<file path="config.mk">
export PLATFORM = sky130hd
export DESIGN_NAME = ldc_led_drive_cfg
export DESIGN_NICKNAME = d
export VERILOG_FILES = /design/src/pkg/ldc_pkg.sv /design/src/pkg/ldc_drv_if.sv /design/src/rtl/ldc_led_drive_cfg.sv /design/src/rtl/ldc_peak_calc.sv
export SDC_FILE = /design/constraint.sdc
export NUM_CORES = 2
export LEC_CHECK = 0
export BUFFER_PORTS_ARGS = -buffer_cell sky130_fd_sc_hd__buf_2
export CAP_MARGIN = 20
export CORE_MARGIN = 4
export CORE_UTILIZATION = 40
export CTS_CLUSTER_SIZE = 25
export DETAILED_ROUTE_END_ITERATION = 10
export PLACE_DENSITY_LB_ADDON = 0.25
export SYNTH_ARGS = -nofsm -noshare
export SYNTH_HDL_FRONTEND = slang
export SYNTH_SLANG_ARGS = --single-unit
</file>
<file path="constraint.sdc">
create_clock -name i_ref_clk -period 13.4 [get_ports i_ref_clk]
set_clock_uncertainty 0.2 [all_clocks]
set_input_delay 0.67 -clock i_ref_clk [delete_from_list [all_inputs] [get_ports i_ref_clk]]
set_output_delay 0.67 -clock i_ref_clk [all_outputs]
set_load 0.05 [all_outputs]
</file>
<file path="src/pkg/ldc_pkg.sv">
// package: register map, field layout, reset values and scale constants
package ldc_pkg;
    // register indices on the host register port (one 16-bit word each)
    localparam logic [7:0] LDC_THIRD_DRV_ADDR = 8'h22;
    localparam logic [7:0] LDC_FIRST_DRV_ADDR = 8'h23;
    localparam logic [7:0] LDC_SECOND_DRV_ADDR = 8'h24;
    localparam logic [7:0] LDC_FINE_ADJ_ADDR = 8'h25;
    // field positions inside a driver register
    localparam int LDC_STRENGTH_BIT = 13;
    localparam int LDC_RSV_ONE_BIT = 12;
    localparam int LDC_EDGE_LSB = 4;
    localparam int LDC_EDGE_MSB = 6;
    localparam int LDC_COARSE_LSB = 0;
    localparam int LDC_COARSE_MSB = 3;
    // fine-adjust register fields
    localparam int LDC_FINE1_LSB = 0;
    localparam int LDC_FINE2_LSB = 6;
    localparam int LDC_FINE3_LSB = 11;
    localparam int LDC_FINE_W = 5;
    // reset values: drivers at full strength, reserved bit 12 set, rest zero; all three fine codes 12
    localparam logic [15:0] LDC_DRV_RESET = 16'h3000;
    localparam logic [15:0] LDC_FINE_RESET = 16'h630C;
    // writable mask of a driver register: bits 13..0 minus reserved 11..7
    localparam logic [15:0] LDC_DRV_WMASK = 16'h307F;
    localparam logic [15:0] LDC_FINE_WMASK = 16'hFFDF;
    // scale in tenths: 1 + 9 * sel  (0.1 + 0.9 * sel)
    localparam logic [3:0] LDC_SCALE_BASE = 4'h1;
    localparam logic [3:0] LDC_SCALE_STEP = 4'h9;
    // coarse term in tenths of mA: 503 + 198 * code
    localparam logic [11:0] LDC_COARSE_BASE = 12'h1F7;
    localparam logic [11:0] LDC_COARSE_STEP = 12'h0C6;
    // fine term in thousandths: 740 + 22 * code
    localparam logic [11:0] LDC_FINE_BASE = 12'h2E4;
    localparam logic [11:0] LDC_FINE_STEP = 12'h016;
endpackage : ldc_pkg

</file>
<file path="src/pkg/ldc_drv_if.sv">
// interface: one driver's settings from register bank to target calculator
`timescale 1ns/1ps
interface ldc_drv_if;
    logic strength_sel;
    logic [2:0] edge_rate;
    logic [3:0] coarse_code;
    logic [4:0] fine_code;
    logic [31:0] peak_target;
    modport bank (output strength_sel, edge_rate, coarse_code, fine_code,
                  input peak_target);
    modport calc (input strength_sel, edge_rate, coarse_code, fine_code,
                  output peak_target);
endinterface : ldc_drv_if

</file>
<file path="src/rtl/ldc_led_drive_cfg.sv">
// module: emitter driver current configuration register bank
`timescale 1ns/1ps
module ldc_led_drive_cfg
    import ldc_pkg::*;
(
    input wire logic i_ref_clk, // 200 MHz system clock
    input wire logic i_sys_rst, // async reset, active high
    input wire logic i_reg_wr, // register write strobe
    input wire logic i_reg_rd, // register read strobe
    input wire logic [7:0] i_reg_addr, // register address
    input wire logic [15:0] i_reg_wdata, // write data
    output logic [15:0] o_reg_rdata, // read data, one cycle after read
    output logic [2:0] o_drv_low_power, // per driver: 10% strength
    output logic [2:0] o_first_driver_edge_rate, // first edge rate
    output logic [2:0] o_second_driver_edge_rate, // second edge rate
    output logic [2:0] o_third_driver_edge_rate, // third edge rate
    output logic [3:0] o_first_driver_coarse_code, // first coarse
    output logic [3:0] o_second_driver_coarse_code, // second coarse
    output logic [3:0] o_third_driver_coarse_code, // third coarse
    output logic [31:0] o_first_peak_target, // 1e-5 mA units
    output logic [31:0] o_second_peak_target, // 1e-5 mA units
    output logic [31:0] o_third_peak_target // 1e-5 mA units
);
    // ------------------------------------------------------------
    // register storage
    // ------------------------------------------------------------
    logic [15:0] third_driver_drive_config_reg;
    logic [15:0] first_driver_drive_config_reg;
    logic [15:0] second_driver_drive_config_reg;
    logic [15:0] fine_adjust_reg;

    // ------------------------------------------------------------
    // decode helpers shared by the three drivers
    // ------------------------------------------------------------
    // bits 15:14 and 11:7 ignore writes and keep their reset value;
    // bit 12 is stored, so software has to keep writing it as 1
    function automatic logic [15:0] drv_merge(input logic [15:0] d);
        drv_merge = (d & LDC_DRV_WMASK) | (LDC_DRV_RESET & ~LDC_DRV_WMASK);
    endfunction : drv_merge

    // one strobe and one address compare per register
    function automatic logic addr_hit(input logic strobe,
                                      input logic [7:0] addr,
                                      input logic [7:0] match);
        addr_hit = strobe && (addr == match);
    endfunction : addr_hit

    function automatic logic strength_of(input logic [15:0] d);
        strength_of = d[LDC_STRENGTH_BIT];
    endfunction : strength_of

    function automatic logic [2:0] edge_of(input logic [15:0] d);
        edge_of = d[LDC_EDGE_MSB:LDC_EDGE_LSB];
    endfunction : edge_of

    function automatic logic [3:0] coarse_of(input logic [15:0] d);
        coarse_of = d[LDC_COARSE_MSB:LDC_COARSE_LSB];
    endfunction : coarse_of

    function automatic logic [4:0] fine_of(input logic [15:0] f,
                                           input int lsb);
        fine_of = f[lsb +: LDC_FINE_W];
    endfunction : fine_of

    function automatic logic [15:0] read_word(input logic [7:0] addr,
                                              input logic [15:0] third,
                                              input logic [15:0] first,
                                              input logic [15:0] second,
                                              input logic [15:0] fine);
        case (addr)
            LDC_THIRD_DRV_ADDR: read_word = third;
            LDC_FIRST_DRV_ADDR: read_word = first;
            LDC_SECOND_DRV_ADDR: read_word = second;
            LDC_FINE_ADJ_ADDR: read_word = fine;
            default: read_word = 16'h0000;
        endcase
    endfunction : read_word

    always_ff @(posedge i_ref_clk or posedge i_sys_rst) begin
        if (i_sys_rst) begin
            third_driver_drive_config_reg <= LDC_DRV_RESET;
        end else if (addr_hit(i_reg_wr, i_reg_addr, LDC_THIRD_DRV_ADDR)) begin
            third_driver_drive_config_reg <= drv_merge(i_reg_wdata);
        end
    end

    always_ff @(posedge i_ref_clk or posedge i_sys_rst) begin
        if (i_sys_rst) begin
            first_driver_drive_config_reg <= LDC_DRV_RESET;
        end else if (addr_hit(i_reg_wr, i_reg_addr, LDC_FIRST_DRV_ADDR)) begin
            first_driver_drive_config_reg <= drv_merge(i_reg_wdata);
        end
    end

    always_ff @(posedge i_ref_clk or posedge i_sys_rst) begin
        if (i_sys_rst) begin
            second_driver_drive_config_reg <= LDC_DRV_RESET;
        end else if (addr_hit(i_reg_wr, i_reg_addr, LDC_SECOND_DRV_ADDR)) begin
            second_driver_drive_config_reg <= drv_merge(i_reg_wdata);
        end
    end

    // reserved bit 5 of the fine register held at zero
    always_ff @(posedge i_ref_clk or posedge i_sys_rst) begin
        if (i_sys_rst) begin
            fine_adjust_reg <= LDC_FINE_RESET;
        end else if (addr_hit(i_reg_wr, i_reg_addr, LDC_FINE_ADJ_ADDR)) begin
            fine_adjust_reg <= i_reg_wdata & LDC_FINE_WMASK;
        end
    end

    // ------------------------------------------------------------
    // read port: unmapped addresses read zero
    // ------------------------------------------------------------
    always_ff @(posedge i_ref_clk or posedge i_sys_rst) begin
        if (i_sys_rst) begin
            o_reg_rdata <= 16'h0000;
        end else if (i_reg_rd) begin
            o_reg_rdata <= read_word(i_reg_addr,
                                     third_driver_drive_config_reg,
                                     first_driver_drive_config_reg,
                                     second_driver_drive_config_reg,
                                     fine_adjust_reg);
        end
    end

    // ------------------------------------------------------------
    // field decode and target calculation
    // ------------------------------------------------------------
    ldc_drv_if first_if ();
    ldc_drv_if second_if ();
    ldc_drv_if third_if ();

    assign first_if.strength_sel =
        strength_of(first_driver_drive_config_reg);
    assign first_if.edge_rate =
        edge_of(first_driver_drive_config_reg);
    assign first_if.coarse_code =
        coarse_of(first_driver_drive_config_reg);
    assign first_if.fine_code =
        fine_of(fine_adjust_reg, LDC_FINE1_LSB);
    assign second_if.strength_sel =
        strength_of(second_driver_drive_config_reg);
    assign second_if.edge_rate =
        edge_of(second_driver_drive_config_reg);
    assign second_if.coarse_code =
        coarse_of(second_driver_drive_config_reg);
    assign second_if.fine_code =
        fine_of(fine_adjust_reg, LDC_FINE2_LSB);
    assign third_if.strength_sel =
        strength_of(third_driver_drive_config_reg);
    assign third_if.edge_rate =
        edge_of(third_driver_drive_config_reg);
    assign third_if.coarse_code =
        coarse_of(third_driver_drive_config_reg);
    assign third_if.fine_code =
        fine_of(fine_adjust_reg, LDC_FINE3_LSB);

    ldc_peak_calc u_first_calc (.drv(first_if));
    ldc_peak_calc u_second_calc (.drv(second_if));
    ldc_peak_calc u_third_calc (.drv(third_if));

    // ------------------------------------------------------------
    // registered outputs, one cycle behind the register contents
    // ------------------------------------------------------------
    always_ff @(posedge i_ref_clk or posedge i_sys_rst) begin
        if (i_sys_rst) begin
            o_drv_low_power <= 3'h0;
        end else begin
            o_drv_low_power <= {~third_if.strength_sel,
                                ~second_if.strength_sel,
                                ~first_if.strength_sel};
        end
    end

    always_ff @(posedge i_ref_clk or posedge i_sys_rst) begin
        if (i_sys_rst) begin
            o_first_driver_edge_rate <= 3'h0;
            o_second_driver_edge_rate <= 3'h0;
            o_third_driver_edge_rate <= 3'h0;
        end else begin
            o_first_driver_edge_rate <= first_if.edge_rate;
            o_second_driver_edge_rate <= second_if.edge_rate;
            o_third_driver_edge_rate <= third_if.edge_rate;
        end
    end

    always_ff @(posedge i_ref_clk or posedge i_sys_rst) begin
        if (i_sys_rst) begin
            o_first_driver_coarse_code <= 4'h0;
            o_second_driver_coarse_code <= 4'h0;
            o_third_driver_coarse_code <= 4'h0;
        end else begin
            o_first_driver_coarse_code <= first_if.coarse_code;
            o_second_driver_coarse_code <= second_if.coarse_code;
            o_third_driver_coarse_code <= third_if.coarse_code;
        end
    end

    // targets reset to zero; real value appears one edge after release
    always_ff @(posedge i_ref_clk or posedge i_sys_rst) begin
        if (i_sys_rst) begin
            o_first_peak_target <= 32'h0000_0000;
            o_second_peak_target <= 32'h0000_0000;
            o_third_peak_target <= 32'h0000_0000;
        end else begin
            o_first_peak_target <= first_if.peak_target;
            o_second_peak_target <= second_if.peak_target;
            o_third_peak_target <= third_if.peak_target;
        end
    end
endmodule : ldc_led_drive_cfg

</file>
<file path="src/rtl/ldc_peak_calc.sv">
// module: peak current target of one driver in 1e-5 mA units
`timescale 1ns/1ps
module ldc_peak_calc
    import ldc_pkg::*;
(
    ldc_drv_if.calc drv // settings in, target out
);
    logic [11:0] coarse_t;
    logic [11:0] fine_t;
    logic [3:0] scale_t;
    logic [23:0] cf;
    always_comb begin
        coarse_t = LDC_COARSE_BASE
                 + 12'(LDC_COARSE_STEP * 12'(drv.coarse_code));
        fine_t = LDC_FINE_BASE
               + 12'(LDC_FINE_STEP * 12'(drv.fine_code));
        scale_t = drv.strength_sel ? LDC_SCALE_BASE + LDC_SCALE_STEP
                                   : LDC_SCALE_BASE;
        cf = 24'(coarse_t) * 24'(fine_t);
        drv.peak_target = 32'(cf) * 32'(scale_t);
    end
endmodule : ldc_peak_calc

</file>
==> impl_metrics.json <==
{
  "status": "finished, final reports clean",
  "critPathCaptureType": "flop",
  "drt-initial-drc-count": 1021,
  "via_per_inst": 4.939,
  "cap_violations": 0,
  "period_minus_slack_ns": 11.20,
  "slew_headroom_pct": 26.86,
  "postPlaceCellArea_um2": 28810,
  "post_cts_resized": 0,
  "ant_nets": 0,
  "clkTransAtPathRegs_ns": 0.09,
  "arrival_ns": 11.38,
  "fmax_mhz": 89.28,
  "slowest_delay_ns": 0.73,
  "h-tree-depth": 4,
  "syn-cell-area_um2": 27140,
  "insertion_delay_ns": 0.50,
  "fin_crit_sh_pct": 83.58,
  "worst_slew_pin_slew_ns": 1.089,
  "hold_violations": 0,
  "core_area_um2": 67160,
  "postCtsSetupBuffers": 0,
  "wl_per_cell_um": 15.42,
  "drc_errors": 0,
  "numCtsBuffers": 17,
  "top_level_ports": 164,
  "grt_antenna_before_repair": 3,
  "critPathKind": "flop to flop",
  "critPathRequiredTime_ns": 13.58,
  "synth-async-reset-ratio_pct": 100.0,
  "yosysWarnings": 0,
  "synth-seq-cells": 163,
  "setup_viol": 0,
  "finalSetupTns_ns": 0,
  "fin_area_um2": 29440,
  "critical_path_peak_fanout": 17,
  "die_w_um": 268.5,
  "reg_top3": "o_first_peak_target (27), o_second_peak_target (27), o_third_peak_target (27)",
  "rsz0062_at_grt": "no",
  "crit_path_start_kind": "flop",
  "vias": 20051,
  "n_antenna_cell": 0,
  "ys_types": 81,
  "hold_class": "flop to flop",
  "cts_max_path_buffers": 2,
  "gr-total-overflow": 0,
  "avgSynthCellArea_um2": 8.904,
  "die_area_um2": 72080,
  "layout-drive-gt1-share_pct": 8.848,
  "fp-row-count": 95,
  "routed_wl_um": 62620,
  "cts.sinks": 163,
  "grt_pass1_wl_um": 106700,
  "port_buffers": 148,
  "ys.flop_type": "dfrtp_1",
  "cts-root-buf": "clkbuf_16",
  "initial_utilization_pct": 40.41,
  "syn_to_final_growth_pct": 8.497,
  "finalMaxSlewViolations": 0,
  "cts_hold_buf": 1,
  "synth_edf_count": 0,
  "fin_nets": 3936,
  "die_y_um": 268.5,
  "grt_usage_pct": 18.29,
  "grt_max_degree": 69,
  "gp_congestion": 0.8583,
  "hpwl_um": 51990,
  "drtPass1Iterations": 5,
  "cpMaxStageDelayCell": "dfrtp_1",
  "syn-instance-count": 3048,
  "cts_tree": "built",
  "yosysSeqAreaShare_pct": 15.09,
  "grt_pass1_vias": 20738
}
kinds of logic after synthesis:
logic type                 Yosys count  share of synthesized area [%]
adders and majority gates          734                          42.31
DFF                                163                          15.09
muxes                               52                          2.116
and+or+nand+nor                    754                          13.33
AOI/OAI and AO/OA                  452                          10.91
xor gates and xnor gates           196                          6.381
other                                1                        0.01382
buffers and inverters              696                          9.852
layout make-up:
cell class                      count  area, um2
Tap cell                          873       1092
Sequential cell                   163       4094
Timing Repair Buffer              159      825.8
Multi-Input combinational cell   2203      20440
Clock inverter                     15      198.9
Fill cell                        6589      37710
Clock buffer                       17      425.4
Inverter                          630       2372
through the flow:
stage	cells	util [%]	hold slack [ns]	worst slack (ns)
4_1_cts	4060	43.84	0.1660	2.151
6_report	4060	43.84	0.2028	2.200
5_1_grt	4060	43.84	0.1918	1.447
2_1_floorplan	3062	-	0.1677	3.411
3_3_place_gp	4027	42.90	0.1867	2.252
3_5_place_dp	4027	42.90	0.1939	2.202
worst max-delay path: cells and delay by family, from the launching register on:
| family | cells | cell delay, ns |
|---|---|---|
| flops | 1 | 0.73 |
| xor+xnor | 2 | 0.77 |
| compound gates | 10 | 2.41 |
| buf+inv | 7 | 0.52 |
| simple gates | 6 | 1.41 |
| fa+ha+maj | 12 | 5.02 |
placed cells by master, fill, tap and decap left out, drive strengths merged, types with 12 or more instances in the layout:
| master | count |
|---|---|
| xnor2 | 123 |
| fa | 306 |
| o21a | 30 |
| or3 | 20 |
| nor3b | 12 |
| ha | 428 |
| o21bai | 21 |
| nor3 | 26 |
| buf | 158 |
| o31ai | 12 |
| nand2 | 244 |
| o211ai | 13 |
| nand2b | 33 |
| a31oi | 20 |
| dfrtp | 151 |
| a21o | 57 |
| inv | 634 |
| nand3 | 30 |
| a211oi | 16 |
| nor2b | 37 |
| and3 | 15 |
| o22ai | 14 |
| conb | 15 |
| and2 | 98 |
| nor2 | 192 |
| a21oi | 122 |
| o21ai | 80 |
| xor2 | 73 |
| mux2 | 43 |
| dfstp | 12 |
| clkbuf | 17 |
| or2 | 21 |
Yosys cell counts, drive strengths merged, types with 20 or more instances:
library cell	instances	area [um2]
or2	21	131.4
a31oi	20	131.4
a21o	57	427.9
or3	20	125.1
dfrtp	151	3779
mux2	43	484.2
xnor2	123	1085
nand3	30	150.1
nor2	192	720.7
ha	428	5355
inv	625	2346
nor2b	37	231.5
fa	306	6126
nor3	26	135.1
o21a	30	225.2
a21oi	122	610.6
o21bai	21	161.4
nand2	244	915.9
xor2	73	646.9
clkbuf	47	177.7
o21ai	80	400.4
nand2b	33	206.5
and2	98	613.1
metal layers:
| layer | GRT usage (%) | part of all wire [%] | vias up |
|---|---|---|---|
| li1 | - | - | 10022 |
| met1 | 26.79 | 50 | 9620 |
| met2 | 28.75 | 44 | 362 |
| met3 | 2.509 | 4.4 | 47 |
| met4 | 4.563 | 1.6 | 0 |
| met5 | 0 | 0 | - |
worst paths after layout:
| kind | start | to | slack, ns | depth (start not counted) |
|---|---|---|---|---|
| worst max-delay path | fine_adjust_reg[11] | o_third_peak_target[27] | 2.20 | 37 |
| worst min-delay path | first_driver_drive_config_reg[6] | o_first_driver_edge_rate[2] | 0.20 | 0 |
| worst max register to register | fine_adjust_reg[11] | o_third_peak_target[27] | 2.20 | 37 |
| worst min register to register | first_driver_drive_config_reg[6] | o_first_driver_edge_rate[2] | 0.20 | 0 |
| max in group asynchronous | i_sys_rst | o_third_driver_edge_rate[0] | 11.29 | 4 |
| min in group asynchronous | i_sys_rst | o_third_peak_target[27] | 0.51 | 3 |
Power is left out: the tool's default activity adds up to more than one toggle a clock period on the data nets, which glitch-free logic cannot reach.
